$ cat src/rtl/ulms_pkg.sv
// constants, types and field layout of the line and modem status block
// assumes an 8-bit special-function-register port on the system clock
//
// What this block does
// - loopback forces serial out high, tx feeds rx
// - loopback routes control outputs to modem inputs
// - driver enable high while tx FIFO non-empty
// - half duplex: receiver enable low idle only
// - full duplex modes keep receiver enable low
// - data present flag mirrors rx FIFO non-empty
// - overrun when rx FIFO full, FIFO untouched
// - parity flag reports FIFO head character
// - framing flag reports FIFO head character
// - break pushes zero character and sets flag
// - overrun, parity, framing, break flags clear on line status read
// - tx FIFO empty flag, cleared by write
// - idle flag needs FIFO and shifter empty
// - error summary while bad character held
// - CTS, DSR, DCD change flags, clear on read
// - ring flag only on RI low-to-high
// - upper modem bits show inverted inputs or loopback
// - DTR and RTS pins are inverted control bits
// - modem status read clears modem interrupt
// - line status read clears line interrupt

package ulms_pkg;

  // register addresses on the port
  localparam logic [7:0] ADDR_DATA = 8'hE1;
  localparam logic [7:0] ADDR_MCR = 8'hE5;
  localparam logic [7:0] ADDR_LSR = 8'hE6;
  localparam logic [7:0] ADDR_MSR = 8'hE7;

  // modem control fields
  localparam int MCR_DTR = 0;
  localparam int MCR_RTS = 1;
  localparam int MCR_AUX1 = 2;
  localparam int MCR_AUX2 = 3;
  localparam int MCR_LOOP = 4;
  localparam int MCR_DIR_LO = 6;
  localparam int MCR_DIR_HI = 7;
  localparam logic [7:0] MCR_RESET = 8'h00;

  // line status fields
  localparam int LSR_DATA_PRESENT = 0;
  localparam int LSR_OE = 1;
  localparam int LSR_TX_EMPTY = 5;

  // read value of write-only and unmapped addresses
  localparam logic [7:0] READ_NONE = 8'h00;

  // fifo geometry
  localparam logic [4:0] FIFO_DEPTH = 5'h10;
  localparam logic [4:0] FIFO_ZERO = 5'h00;
  localparam logic [4:0] FIFO_ONE = 5'h01;
  localparam logic [3:0] PTR_ONE = 4'h1;

  // line driver direction modes
  typedef enum logic [1:0] {
    DIR_RX_OFF = 2'h0,
    DIR_HALF = 2'h1,
    DIR_FULL_SLAVE = 2'h2,
    DIR_FULL_MASTER = 2'h3
  } ulms_dir_t;

  // one received character with its error marks
  typedef struct packed {
    logic brk;
    logic stopBad;
    logic parityBad;
    logic [7:0] data;
  } ulms_rxchar_t;

  // modem handshake lines, one bit each
  typedef struct packed {
    logic dcd;
    logic ri;
    logic dsr;
    logic cts;
  } ulms_modem_t;

  // idle level of the active-low modem pins
  localparam ulms_modem_t MODEM_IDLE = 4'hF;

endpackage

$ cat src/rtl/ulms_sync.sv
// two-flop synchroniser for a vector of pin inputs
// assumes each bit is an independent level; no bus coherence
`timescale 1ns/1ps
`default_nettype none

module ulms_sync #(
  parameter int W = 5,
  parameter logic [W-1:0] INIT = '1
) (
  // clock and reset
  input wire logic sys_clk,
  input wire logic rst,
  // pins and result
  input wire logic [W-1:0] pinIn,
  output logic [W-1:0] syncOut
);

  // first stage, read only by the second
  logic [W-1:0] meta;

  ////////////////////////////////////////////////////////////////
  // two stages per bit
  genvar i;
  for (i = 0; i < W; i++)
  begin : g_bit
    always_ff @(posedge sys_clk)
    begin
      if (rst)
      begin
        meta[i] <= INIT[i];
        syncOut[i] <= INIT[i];
      end
      else
      begin
        meta[i] <= pinIn[i];
        syncOut[i] <= meta[i];
      end
    end
  end

endmodule

`default_nettype wire

$ cat src/rtl/ulms_skid.sv
// two-entry buffer with valid and ready on both sides
// assumes source and sink on the same clock
`timescale 1ns/1ps
`default_nettype none

module ulms_skid (
  // clock and reset
  input wire logic sys_clk,
  input wire logic rst,
  // filling side
  input wire logic inValid,
  input wire logic [7:0] inData,
  output logic inReady,
  // draining side
  input wire logic outReady,
  output logic outValid,
  output logic [7:0] outData
);

  // spare entry for a stalled sink
  logic spareValid;
  logic [7:0] spare;

  // room while the spare entry is free
  assign inReady = ~spareValid;

  ////////////////////////////////////////////////////////////////
  // output entry refills from spare first, then from input
  always_ff @(posedge sys_clk)
  begin
    if (rst)
    begin
      outValid <= 1'b0;
      outData <= 8'h00;
      spareValid <= 1'b0;
      spare <= 8'h00;
    end
    else if (~outValid | outReady)
    begin
      // output entry free or draining
      if (spareValid)
      begin
        outData <= spare;
        outValid <= 1'b1;
        spareValid <= 1'b0;
      end
      else
      begin
        outData <= inData;
        outValid <= inValid;
      end
    end
    else if (inValid & inReady)
    begin
      // sink stalled, park the word
      spare <= inData;
      spareValid <= 1'b1;
    end
  end

endmodule

`default_nettype wire

$ cat src/rtl/ulms_top.sv
// line status, modem status, loopback and line driver control
// assumes a receiver and transmitter core on sys_clk beside it
`timescale 1ns/1ps
`default_nettype none

module ulms_top (
  // clock and reset
  input wire logic sys_clk,
  input wire logic rst,
  // register port
  input wire logic [7:0] sfrAddr,
  input wire logic sfrWrStb,
  input wire logic sfrRdStb,
  input wire logic [7:0] sfrWrData,
  output logic [7:0] sfrRdData,
  // receiver core
  input wire logic rxCharValid,
  input wire ulms_pkg::ulms_rxchar_t rxChar,
  output logic rxLineToCore,
  // transmitter core
  input wire logic txLineFromCore,
  input wire logic txShiftBusy,
  input wire logic txByteReady,
  output logic txByteValid,
  output logic [7:0] txByte,
  // line pins
  input wire logic rxdPin,
  input wire ulms_pkg::ulms_modem_t modemPinsN,
  output logic serialTxOut,
  output logic dtrN,
  output logic rtsN,
  output logic auxOutputOne,
  output logic auxOutputTwo,
  output logic driverEnableOut,
  output logic receiverEnableLow,
  // pending interrupt sources
  output logic rlsIrqPending,
  output logic txEmptyIrqPending,
  output logic msIrqPending
);

  ////////////////////////////////////////////////////////////////
  // declarations

  // register port decodes
  logic rdData, wrData, rdLsr, rdMsr, wrMcr;
  // modem control register
  logic [7:0] modemControl;
  logic loopSel;
  ulms_pkg::ulms_dir_t dirMode;
  // synchronised pins
  logic rxdSync;
  ulms_pkg::ulms_modem_t modemSync;
  // rx fifo
  ulms_pkg::ulms_rxchar_t rxMem [16];
  logic [3:0] rxWr, rxRd;
  logic [4:0] rxCount;
  logic rxPush, rxPop, rxFull, rxEmpty, overrunEvt;
  ulms_pkg::ulms_rxchar_t rxHead, rxIn;
  logic [15:0] errHeld;
  // tx fifo
  logic [7:0] txMem [16];
  logic [3:0] txWr, txRd;
  logic [4:0] txCount;
  logic txPush, txPop, skidInReady, txEmpty, txIdle;
  // line status flags
  logic overrun, headAck, headChange, errSummary;
  logic parityErr, framingErr, breakFlag, anyHeld;
  logic [7:0] lineStatus;
  // modem status
  ulms_pkg::ulms_modem_t pinLvl, prevLvl, chg;
  logic ctsChg, dsrChg, ringEdgeFlag, dcdChg, riRise;
  logic [7:0] modemStatus;
  logic [7:0] next_rdData;

  ////////////////////////////////////////////////////////////////
  // register port decode
  assign rdData = sfrRdStb & (sfrAddr == ulms_pkg::ADDR_DATA);
  assign wrData = sfrWrStb & (sfrAddr == ulms_pkg::ADDR_DATA);
  assign rdLsr = sfrRdStb & (sfrAddr == ulms_pkg::ADDR_LSR);
  assign rdMsr = sfrRdStb & (sfrAddr == ulms_pkg::ADDR_MSR);
  assign wrMcr = sfrWrStb & (sfrAddr == ulms_pkg::ADDR_MCR);

  // modem control is write only
  always_ff @(posedge sys_clk)
  begin
    if (rst)
      modemControl <= ulms_pkg::MCR_RESET;
    else if (wrMcr)
      modemControl <= sfrWrData;
  end

  assign loopSel = modemControl[ulms_pkg::MCR_LOOP];
  assign dirMode = ulms_pkg::ulms_dir_t'(
    modemControl[ulms_pkg::MCR_DIR_HI:ulms_pkg::MCR_DIR_LO]);

  ////////////////////////////////////////////////////////////////
  // pin synchronisers, idle high
  ulms_sync #(.W(5), .INIT(5'h1F)) u_sync (
    .sys_clk(sys_clk),
    .rst(rst),
    .pinIn({rxdPin, modemPinsN}),
    .syncOut({rxdSync, modemSync})
  );

  ////////////////////////////////////////////////////////////////
  // rx fifo
  assign rxFull = (rxCount == ulms_pkg::FIFO_DEPTH);
  assign rxEmpty = (rxCount == ulms_pkg::FIFO_ZERO);
  assign rxPop = rdData & ~rxEmpty;
  // full fifo drops the new character
  assign rxPush = rxCharValid & ~rxFull;
  assign overrunEvt = rxCharValid & rxFull;
  assign rxHead = rxMem[rxRd];

  // break stores an all-zero character
  always_comb
  begin
    rxIn = rxChar;
    if (rxChar.brk)
      rxIn.data = 8'h00;
  end

  // storage
  always_ff @(posedge sys_clk)
  begin
    if (rxPush)
      rxMem[rxWr] <= rxIn;
  end

  // pointers and count
  always_ff @(posedge sys_clk)
  begin
    if (rst)
    begin
      rxWr <= 4'h0;
      rxRd <= 4'h0;
      rxCount <= ulms_pkg::FIFO_ZERO;
    end
    else
    begin
      if (rxPush)
        rxWr <= rxWr + ulms_pkg::PTR_ONE;
      if (rxPop)
        rxRd <= rxRd + ulms_pkg::PTR_ONE;
      // push and pop together keep the count
      if (rxPush & ~rxPop)
        rxCount <= rxCount + ulms_pkg::FIFO_ONE;
      else if (rxPop & ~rxPush)
        rxCount <= rxCount - ulms_pkg::FIFO_ONE;
    end
  end

  // error marks of occupied entries
  genvar gi;
  for (gi = 0; gi < 16; gi++)
  begin : g_err
    logic [3:0] off;
    assign off = 4'(gi) - rxRd;
    assign errHeld[gi] = ({1'b0, off} < rxCount) &
      (rxMem[gi].parityBad | rxMem[gi].stopBad | rxMem[gi].brk);
  end
  assign anyHeld = |errHeld;

  ////////////////////////////////////////////////////////////////
  // tx fifo, feeding the transmitter through the buffer
  assign txEmpty = (txCount == ulms_pkg::FIFO_ZERO);
  // write to a full fifo is dropped
  assign txPush = wrData & (txCount != ulms_pkg::FIFO_DEPTH);
  assign txPop = ~txEmpty & skidInReady;

  // storage
  always_ff @(posedge sys_clk)
  begin
    if (txPush)
      txMem[txWr] <= sfrWrData;
  end

  // pointers and count
  always_ff @(posedge sys_clk)
  begin
    if (rst)
    begin
      txWr <= 4'h0;
      txRd <= 4'h0;
      txCount <= ulms_pkg::FIFO_ZERO;
    end
    else
    begin
      if (txPush)
        txWr <= txWr + ulms_pkg::PTR_ONE;
      if (txPop)
        txRd <= txRd + ulms_pkg::PTR_ONE;
      if (txPush & ~txPop)
        txCount <= txCount + ulms_pkg::FIFO_ONE;
      else if (txPop & ~txPush)
        txCount <= txCount - ulms_pkg::FIFO_ONE;
    end
  end

  // stalled transmitter backs up into the fifo
  ulms_skid u_skid (
    .sys_clk(sys_clk),
    .rst(rst),
    .inValid(~txEmpty),
    .inData(txMem[txRd]),
    .inReady(skidInReady),
    .outReady(txByteReady),
    .outValid(txByteValid),
    .outData(txByte)
  );

  // nothing queued, buffered or shifting
  assign txIdle = txEmpty & ~txByteValid & ~txShiftBusy;

  ////////////////////////////////////////////////////////////////
  // line status flags
  // head changes on pop or on first push
  assign headChange = rxPop | (rxPush & rxEmpty);

  // overrun, set wins over read
  always_ff @(posedge sys_clk)
  begin
    if (rst)
      overrun <= 1'b0;
    else if (overrunEvt)
      overrun <= 1'b1;
    else if (rdLsr)
      overrun <= 1'b0;
  end

  // head flags hidden after a read until head changes
  always_ff @(posedge sys_clk)
  begin
    if (rst)
      headAck <= 1'b0;
    else if (headChange)
      headAck <= 1'b0;
    else if (rdLsr)
      headAck <= 1'b1;
  end

  // summary follows held errors, read clears otherwise
  always_ff @(posedge sys_clk)
  begin
    if (rst)
      errSummary <= 1'b0;
    else if (anyHeld)
      errSummary <= 1'b1;
    else if (rdLsr)
      errSummary <= 1'b0;
  end

  // head character marks
  assign parityErr = ~rxEmpty & ~headAck & rxHead.parityBad;
  assign framingErr = ~rxEmpty & ~headAck & rxHead.stopBad;
  assign breakFlag = ~rxEmpty & ~headAck & rxHead.brk;

  // assembled line status
  assign lineStatus = {errSummary, txIdle, txEmpty, breakFlag,
    framingErr, parityErr, overrun, ~rxEmpty};

  ////////////////////////////////////////////////////////////////
  // modem inputs, loopback replaces the pins
  always_comb
  begin
    pinLvl = modemSync;
    if (loopSel)
    begin
      pinLvl.cts = ~modemControl[ulms_pkg::MCR_RTS];
      pinLvl.dsr = ~modemControl[ulms_pkg::MCR_DTR];
      pinLvl.ri = ~modemControl[ulms_pkg::MCR_AUX1];
      pinLvl.dcd = ~modemControl[ulms_pkg::MCR_AUX2];
    end
  end

  // previous sample for change detection
  always_ff @(posedge sys_clk)
  begin
    if (rst)
      prevLvl <= ulms_pkg::MODEM_IDLE;
    else
      prevLvl <= pinLvl;
  end

  assign chg = pinLvl ^ prevLvl;
  assign riRise = pinLvl.ri & ~prevLvl.ri;

  // change flags, set wins over read
  always_ff @(posedge sys_clk)
  begin
    if (rst)
    begin
      ctsChg <= 1'b0;
      dsrChg <= 1'b0;
      ringEdgeFlag <= 1'b0;
      dcdChg <= 1'b0;
    end
    else
    begin
      ctsChg <= chg.cts | (ctsChg & ~rdMsr);
      dsrChg <= chg.dsr | (dsrChg & ~rdMsr);
      ringEdgeFlag <= riRise | (ringEdgeFlag & ~rdMsr);
      dcdChg <= chg.dcd | (dcdChg & ~rdMsr);
    end
  end

  // levels are the complement of the pins
  assign modemStatus = {~pinLvl.dcd, ~pinLvl.ri, ~pinLvl.dsr,
    ~pinLvl.cts, dcdChg, ringEdgeFlag, dsrChg, ctsChg};

  ////////////////////////////////////////////////////////////////
  // read data, registered on the strobe
  always_comb
  begin
    next_rdData = ulms_pkg::READ_NONE;
    case (sfrAddr)
      ulms_pkg::ADDR_DATA: next_rdData = rxHead.data;
      ulms_pkg::ADDR_LSR: next_rdData = lineStatus;
      ulms_pkg::ADDR_MSR: next_rdData = modemStatus;
      default: next_rdData = ulms_pkg::READ_NONE;
    endcase
    if (rxEmpty & (sfrAddr == ulms_pkg::ADDR_DATA))
      next_rdData = ulms_pkg::READ_NONE;
  end

  always_ff @(posedge sys_clk)
  begin
    if (rst)
      sfrRdData <= ulms_pkg::READ_NONE;
    else if (sfrRdStb)
      sfrRdData <= next_rdData;
  end

  ////////////////////////////////////////////////////////////////
  // serial path and loopback
  always_ff @(posedge sys_clk)
  begin
    if (rst)
    begin
      serialTxOut <= 1'b1;
      rxLineToCore <= 1'b1;
    end
    else
    begin
      serialTxOut <= loopSel | txLineFromCore;
      rxLineToCore <= loopSel ? txLineFromCore : rxdSync;
    end
  end

  // modem output pins, DTR and RTS inverted control bits, aux outputs direct
  always_ff @(posedge sys_clk)
  begin
    if (rst)
    begin
      dtrN <= 1'b1;
      rtsN <= 1'b1;
      auxOutputOne <= 1'b0;
      auxOutputTwo <= 1'b0;
    end
    else
    begin
      dtrN <= ~modemControl[ulms_pkg::MCR_DTR];
      rtsN <= ~modemControl[ulms_pkg::MCR_RTS];
      auxOutputOne <= modemControl[ulms_pkg::MCR_AUX1];
      auxOutputTwo <= modemControl[ulms_pkg::MCR_AUX2];
    end
  end

  // line driver direction
  always_ff @(posedge sys_clk)
  begin
    if (rst)
    begin
      driverEnableOut <= 1'b0;
      receiverEnableLow <= 1'b1;
    end
    else
    begin
      driverEnableOut <= ~txEmpty;
      case (dirMode)
        ulms_pkg::DIR_RX_OFF: receiverEnableLow <= 1'b1;
        ulms_pkg::DIR_HALF: receiverEnableLow <= ~txIdle;
        default: receiverEnableLow <= 1'b0;
      endcase
    end
  end

  // pending interrupt sources, line and modem ones cleared by the status reads
  always_ff @(posedge sys_clk)
  begin
    if (rst)
    begin
      rlsIrqPending <= 1'b0;
      txEmptyIrqPending <= 1'b0;
      msIrqPending <= 1'b0;
    end
    else
    begin
      rlsIrqPending <= overrun | parityErr | framingErr | breakFlag;
      txEmptyIrqPending <= txEmpty;
      msIrqPending <= ctsChg | dsrChg | ringEdgeFlag | dcdChg;
    end
  end
endmodule

`default_nettype wire

$ cat config.mk
export PLATFORM = sky130hd
export DESIGN_NAME = ulms_top
export DESIGN_NICKNAME = d
export VERILOG_FILES = /design/src/rtl/ulms_pkg.sv /design/src/rtl/ulms_sync.sv /design/src/rtl/ulms_skid.sv /design/src/rtl/ulms_top.sv
export SDC_FILE = /design/constraint.sdc
export NUM_CORES = 1
export LEC_CHECK = 0
export ABC_CLOCK_PERIOD_IN_PS = 4280
export BUFFER_PORTS_ARGS = -buffer_cell sky130_fd_sc_hd__buf_2
export CAP_MARGIN = 20
export CORE_MARGIN = 8
export CORE_UTILIZATION = 55
export DETAILED_ROUTE_END_ITERATION = 8
export PLACE_DENSITY = 0.82
export SLEW_MARGIN = 20
export SYNTH_ARGS = -nofsm -noshare
export SYNTH_HDL_FRONTEND = slang
export SYNTH_SLANG_ARGS = --single-unit
$ cat constraint.sdc
create_clock -name sys_clk -period 4.28 [get_ports sys_clk]
set_input_delay 0.856 -clock sys_clk [delete_from_list [all_inputs] [get_ports sys_clk]]
set_output_delay 0.856 -clock sys_clk [all_outputs]
set_load 0.05 [all_outputs]
==> impl_metrics.ini, run 1 <==
[run_status]
result_of_the_run = finished clean

[sta]
slew_at_the_pin_with_the_worst_max_slew_slack_ns = 1.09
max_freq_mhz = 291
timing.final.max_slew_violations = 0
finalCriticalPeriod_ns = 3.43
min_period_over_period = 0.802
tns_ns = 0
relSlewSlack = 0.268
setup_viol = 0
setup_ws_ns = 0.849
clock_skew_ns = 0.0555
hold_violations = 0
unrepaired_setup_endpoints_after_global_routing = false

[finish]
finalNetCount = 1232
multi_input_comb_area_um2 = 5370
final_core_util = 0.623
ratio_of_cells_with_drive_above_1_in_the_final_layout = 0.214
layout.area.seq_um2 = 11100
finalInstanceArea_um2 = 19000
syn_to_final_growth_pct = 12.2
fill_cells = 2046

[clock_tree]
postCtsHoldBufs = 0
path_clk_slew_ns = 0.06
cts-root-to-sink-buffers = 3
cts_post_setup_buffers_inserted = 0
cts-buffers-inserted = 40
worst_skew_pair.late_latency_ns = 0.57
clockRootBuffer = sky130_fd_sc_hd__clkbuf_16
post_cts.resized_instances = 0
htreeDepth = 2
clock_tree_from_tritoncts = built
clock_sink_count = 403

[synthesis]
synthesized_netlist_net_count = 1143
synth_cell_types = 57
synth-seq-cells = 403
synth_enable_flop_cells = 304
netlist_area_um2 = 16900
async_flop_share = 0
ys.warnings.count = 0
fraction_of_the_yosys_area_taken_by_sequential_cells = 0.657
cell_count_after_synthesis = 1048
dominant_synthesized_flop_cell = sky130_fd_sc_hd__edfxtp_1
post_syn_area_per_cell_um2 = 16.1

[placed_design]
placement.setup.worst_slack_ns = 0.757
last_weighted_congestion_value_of_the_routability_driven_placer = 0.849
placed_area_um2 = 17700
place.port_buffers = 67
dp_hpwl_um = 24100

[routing]
vias_per_cell = 6.05
first_iter_violations = 742
drcViolationCount = 0
routed-via-count = 9467
drt_pass1_iterations = 6
final_antenna_net_count = 0
wl_um = 36800
wire_per_inst_um = 23.6

[floorplanning]
initial_standard_cell_utilization_of_the_core = 0.555
core.rowCount = 64
fp.dieW_um = 191
fp.dieArea_um2 = 36600
chipHeight_um = 191
pin_count = 68
placeable_core_region_um2 = 30400

[critical_path]
critPathRequiredTime_ns = 4.73
worst_setup_path_end_kind = flop
critical_path.slowest_cell = sky130_fd_sc_hd__nor4_1
critical_path.max_fanout = 8
startpoint_kind_of_the_worst_setup_timing_path = flop
cpPeakStageDelay_ns = 0.68
worst_ep_arrival_time_ns = 3.88
timing_worst_setup_path_type = reg -> reg
cp_cell_sequence = nor4_1 -> and2_1 -> nor3b_2 -> buf_4 -> inv_1 -> ha_1 -> inv_1 -> fa_1 -> a21o_1 -> a21oi_1 -> xnor2_1 -> or3_1 -> a21oi_1

[pwr]
fin_total_pwr_mw = 9.43
power.density_cell_area_nw_per_um2 = 497
max-vdd-ir-drop_mv = 0.362
leakage_nw = 6.58

[job]
max-cap-violations = 0

[global_routing]
grt_remaining_overflow = 0
first_global_vias = 9751
grt_max_degree = 48
grtUsageTotal = 0.202
grt_first_pass_wirelength_um = 56000
number_of_antenna_violations_at_the_first_check_in_global_routing = 2

[worst_hold_path]
hold_class = reg -> reg
==> cell usage after synthesis (all sizes together), types with 7 or more instances <==
library cell | instances | area [um^2]
edfxtp | 304 | 9130
dfxtp | 99 | 1980
nor2 | 96 | 363
mux4 | 92 | 2170
ha | 53 | 663
inv | 41 | 154
a21oi | 38 | 190
nor3 | 31 | 155
clkbuf | 27 | 101
nand2 | 27 | 101
mux2i | 26 | 260
buf | 23 | 181
xnor2 | 18 | 158
o21ai | 16 | 80.1
nor2b | 15 | 93.8
nand2b | 14 | 87.6
xor2 | 14 | 123
a211oi | 12 | 95.1
or2 | 11 | 68.8
a21o | 9 | 67.6
a22o | 9 | 78.8
a22oi | 7 | 52.6
nand3 | 7 | 35.0
nand4 | 7 | 50.1
==> registers in the layout, summed over array words and instances (netlist names), 7 cells and up, named ones only <==
register and cells:
modemControl 7, rxMem 176, sfrRdData 8, txMem 128
u_skid.spare 8, u_skid.outData 8
==> power breakdown <==
part / leakage (nW) / internal, mW / switching (mW) / total [mW]
combinational: 2.40 / 0.676 / 0.976 / 1.65
clock: 0.608 / 1.84 / 1.45 / 3.30
sequential: 3.57 / 4.36 / 0.122 / 4.48
total: 6.58 / 6.88 / 2.55 / 9.43
==> routing by layer <==
metal  wire length, um  vias to the layer above  GRT usage
li1                  -                     4239          -
met2             19000                      382      0.355
met4              1520                        4     0.0894
met1             13800                     4744      0.238
met3              2530                       98     0.0407
met5                17                        -          0
==> critical path, delay by kind of cell, from the launching register on <==
| kind | cells | cell delay (ns) |
|---|---|---|
| AND/OR/NAND/NOR | 4 | 1.42 |
| flip-flops | 1 | 0.39 |
| adder cells (fa/ha/maj) | 2 | 0.58 |
| AO/OA/AOI/OAI | 3 | 0.52 |
| buffers and inverters | 3 | 0.33 |
| XOR/XNOR | 1 | 0.09 |
==> cell usage in the layout, fill, tap and decap left out, types with 11 or more instances in the layout <==
| cell type | synthesis | final |
|---|---|---|
| sky130_fd_sc_hd__clkbuf_16 | 0 | 40 |
| sky130_fd_sc_hd__inv_1 | 41 | 41 |
| sky130_fd_sc_hd__dfxtp_1 | 99 | 97 |
| sky130_fd_sc_hd__a21oi_1 | 38 | 38 |
| sky130_fd_sc_hd__mux2i_1 | 26 | 26 |
| sky130_fd_sc_hd__xor2_1 | 14 | 14 |
| sky130_fd_sc_hd__nand2_1 | 27 | 27 |
| sky130_fd_sc_hd__nor2_1 | 95 | 94 |
| sky130_fd_sc_hd__buf_4 | 6 | 30 |
| sky130_fd_sc_hd__mux4_1 | 26 | 26 |
| sky130_fd_sc_hd__edfxtp_1 | 304 | 304 |
| sky130_fd_sc_hd__nor2b_1 | 15 | 15 |
| sky130_fd_sc_hd__a211oi_1 | 11 | 11 |
| sky130_fd_sc_hd__mux4_2 | 66 | 66 |
| sky130_fd_sc_hd__xnor2_1 | 18 | 18 |
| sky130_fd_sc_hd__nand2b_1 | 14 | 14 |
| sky130_fd_sc_hd__or2_2 | 11 | 11 |
| sky130_fd_sc_hd__buf_2 | 6 | 67 |
| sky130_fd_sc_hd__clkbuf_1 | 27 | 13 |
| sky130_fd_sc_hd__o21ai_0 | 16 | 16 |
| sky130_fd_sc_hd__nor3_1 | 31 | 27 |
| sky130_fd_sc_hd__ha_1 | 53 | 53 |
==> worst paths after layout <==
kind / startpoint / endpoint / slack (ns) / cells after the start
worst max-delay path: rxCount[0]$_SDFFE_PP0P_ / rxCount[4]$_SDFFE_PP0P_ / 0.85 / 13
worst min register to register: u_sync.meta[4]$_SDFF_PP1_ / u_sync.syncOut[4]$_SDFF_PP1_ / 0.41 / 1
worst max register to register: rxCount[0]$_SDFFE_PP0P_ / rxCount[4]$_SDFFE_PP0P_ / 0.85 / 13
worst min-delay path: u_sync.meta[4]$_SDFF_PP1_ / u_sync.syncOut[4]$_SDFF_PP1_ / 0.41 / 1
==> kinds of logic (layout without fill, tap and decap cells) <==
logic type	count (synthesis)	count (layout)	share of synthesized area
AND/OR/NAND/NOR	225	225	0.0644
flip-flops	403	403	0.657
XOR/XNOR	32	32	0.0166
buffers and inverters	91	210	0.0258
other	0	1	0
multiplexers	124	124	0.148
AO/OA/AOI/OAI	118	118	0.0463
adder cells (fa/ha/maj)	55	55	0.0416
==> per-stage QoR <==
stage          cells  hold slack [ns]
2_1_floorplan   1048            0.383
3_3_place_gp    1491            0.394
3_5_place_dp    1491            0.396
4_1_cts         1563            0.408
5_1_grt         1563            0.428
6_report        1564            0.405
==> layout make-up <==
class | instances | area share
sequential | 403 | 0.586
tap | 396 | 0.0261
clock inverter | 18 | 0.0106
inverter | 41 | 0.00812
clock buffer | 54 | 0.0561
multi-input combinational | 554 | 0.283
timing repair buffer | 97 | 0.0296
antenna | 1 | 0.000132
No activity file was read; power rests on OpenSTA's default activity.
==> run 2: changes to the inputs <==
--- a/config.mk
+++ b/config.mk
@@ -5,13 +5,13 @@
 export SDC_FILE = /design/constraint.sdc
 export NUM_CORES = 1
 export LEC_CHECK = 0
-export ABC_CLOCK_PERIOD_IN_PS = 4280
+export ABC_CLOCK_PERIOD_IN_PS = 3100
 export BUFFER_PORTS_ARGS = -buffer_cell sky130_fd_sc_hd__buf_2
 export CAP_MARGIN = 20
 export CORE_MARGIN = 8
 export CORE_UTILIZATION = 55
 export DETAILED_ROUTE_END_ITERATION = 8
-export PLACE_DENSITY = 0.82
+export PLACE_DENSITY = 0.85
 export SLEW_MARGIN = 20
 export SYNTH_ARGS = -nofsm -noshare
 export SYNTH_HDL_FRONTEND = slang
==> constraint.sdc (replaced) <==
create_clock -name sys_clk -period 3.1 [get_ports sys_clk]
set_input_delay 0.62 -clock sys_clk [delete_from_list [all_inputs] [get_ports sys_clk]]
set_output_delay 0.62 -clock sys_clk [all_outputs]
set_load 0.05 [all_outputs]
==> impl_metrics.ini, run 2 (synthesis results as in run 1) <==
[clock_tree]
clockRootBuffer = sky130_fd_sc_hd__clkbuf_16
postCtsHoldBufs = 0
clock_sink_count = 403
cts_post_setup_buffers_inserted = 0
worst_skew_pair.late_latency_ns = 0.53
cts-buffers-inserted = 40
post_cts.resized_instances = 0
htreeDepth = 2
clock_tree_from_tritoncts = built
path_clk_slew_ns = 0.06
cts-root-to-sink-buffers = 3

[critical_path]
worstReg2RegStart = txCount[0]$_SDFFE_PP0P_
worst_setup_path_end_kind = flop
rr_worst_depth = 14
timing_worst_setup_path_type = reg -> reg
critPathRequiredTime_ns = 3.50
worst_ep_arrival_time_ns = 3.32
worst_setup_path_startpoint = txCount[0]$_SDFFE_PP0P_
critical_path.max_fanout = 5
startpoint_kind_of_the_worst_setup_timing_path = flop

[sta]
setup_ws_ns = 0.186
min_period_over_period = 0.940
relSlewSlack = 0.316
finalCriticalPeriod_ns = 2.91
slew_at_the_pin_with_the_worst_max_slew_slack_ns = 1.02
clock_skew_ns = 0.0308
timing.final.max_slew_violations = 0
setup_viol = 0
max_freq_mhz = 343
unrepaired_setup_endpoints_after_global_routing = false
hold_violations = 0

[pwr]
leakage_nw = 6.84
power.density_cell_area_nw_per_um2 = 686
max-vdd-ir-drop_mv = 0.690

[global_routing]
grt_first_pass_wirelength_um = 57900
grtUsageTotal = 0.207
grt_max_degree = 47
first_global_vias = 9966
grt_remaining_overflow = 0
number_of_antenna_violations_at_the_first_check_in_global_routing = 1

[finish]
layout.cells.most_common = sky130_fd_sc_hd__edfxtp_1
syn_to_final_growth_pct = 14.4
largest-register = rxMem
final_core_util = 0.635
flip_flop_count_of_the_largest_register_after_layout = 176
finalNetCount = 1276
num_antenna_cells = 0
reg_top3 = rxMem x176, txMem x128
ratio_of_cells_with_drive_above_1_in_the_final_layout = 0.244
layout.cells.most_common_list = sky130_fd_sc_hd__edfxtp_1, sky130_fd_sc_hd__dfxtp_1, sky130_fd_sc_hd__nor2_1, sky130_fd_sc_hd__buf_4, sky130_fd_sc_hd__buf_2

[floorplanning]
initial_standard_cell_utilization_of_the_core = 0.555
core.rowCount = 64
pin_count = 68
placeable_core_region_um2 = 30400
chipHeight_um = 191
fp.dieW_um = 191
fp.dieArea_um2 = 36600

[routing]
first_iter_violations = 718
vias_per_cell = 6.03
routed-via-count = 9699
drt_pass1_iterations = 5
final_antenna_net_count = 0
drcViolationCount = 0
wl_um = 38200
wire_per_inst_um = 23.8

[run_status]
result_of_the_run = finished clean

[placed_design]
placement.setup.worst_slack_ns = -0.141
place.port_buffers = 67
dp_hpwl_um = 25000
last_weighted_congestion_value_of_the_routability_driven_placer = 0.846

[worst_hold_path]
timing.hold.worst_path_depth = 2
hold_class = in -> reg
min-delay-start = modemPinsN[0]

[job]
max-cap-violations = 0
[run 2: changes by cell type in the layout (fill, tap and decap cells not counted), sizes merged]
| cell | previous run | this run |
|---|---|---|
| buf | 97 | 141 |
| clkbuf | 54 | 44 |
| diode | 1 | 0 |
| inv | 41 | 42 |
| clkinv | 16 | 23 |
| bufinv | 1 | 4 |
[run 2: routing by layer]
layer,global-route usage,part of all wire
met1,0.257,0.39
met2,0.371,0.52
met3,0.0347,0.068
met4,0.0542,0.024
met5,0,0.00034
[run 2: critical path: stages, from the launching register on]
cell,delay [ns]
sky130_fd_sc_hd__dfxtp_1,0.36
sky130_fd_sc_hd__nor4_2,0.34
sky130_fd_sc_hd__nor2b_1,0.28
sky130_fd_sc_hd__nor2_2,0.10
sky130_fd_sc_hd__inv_1,0.17
sky130_fd_sc_hd__ha_1,0.20
sky130_fd_sc_hd__inv_1,0.09
sky130_fd_sc_hd__buf_4,0.14
sky130_fd_sc_hd__ha_1,0.28
sky130_fd_sc_hd__a21o_1,0.20
sky130_fd_sc_hd__a21oi_1,0.23
sky130_fd_sc_hd__xor2_1,0.17
sky130_fd_sc_hd__nor2_1,0.05
sky130_fd_sc_hd__a21oi_1,0.12
sky130_fd_sc_hd__nor2_1,0.05
[run 2: layout make-up]
class | instances | area (um^2)
Sequential cell | 403 | 11100
Fill cell | 2044 | 11100
Multi-Input combinational cell | 554 | 5380
Clock buffer | 44 | 1020
Timing Repair Buffer | 141 | 916
Tap cell | 396 | 495
Clock inverter | 29 | 258
Inverter | 41 | 154
[run 2: stage by stage]
step	instances	total power [mW]	hold slack [ns]	instance area, um^2	setup TNS [ns]
6_report	1608	13.3	0.273	19300	0
5_1_grt	1608	13.7	0.278	19300	0
4_1_cts	1608	13.3	0.267	19300	0
3_5_place_dp	1535	8.62	0.396	18100	-0.304
3_3_place_gp	1535	8.50	0.397	18100	-0.00656
2_1_floorplan	1048	7.97	0.383	16900	0
[run 2: path summary, 6_finish.rpt]
check                                  to  slack (ns)
max               txCount[3]$_SDFFE_PP0P_        0.19
max reg2reg       txCount[3]$_SDFFE_PP0P_        0.19
min             u_sync.meta[0]$_SDFF_PP1_        0.27
min reg2reg  u_sync.syncOut[0]$_SDFF_PP1_        0.41
[run 2: power by group]
group	switching, mW	leakage [nW]	internal (mW)	total [mW]
clock network	2.02	0.627	2.71	4.73
logic	1.36	2.64	0.995	2.36
registers	0.152	3.57	6.02	6.17
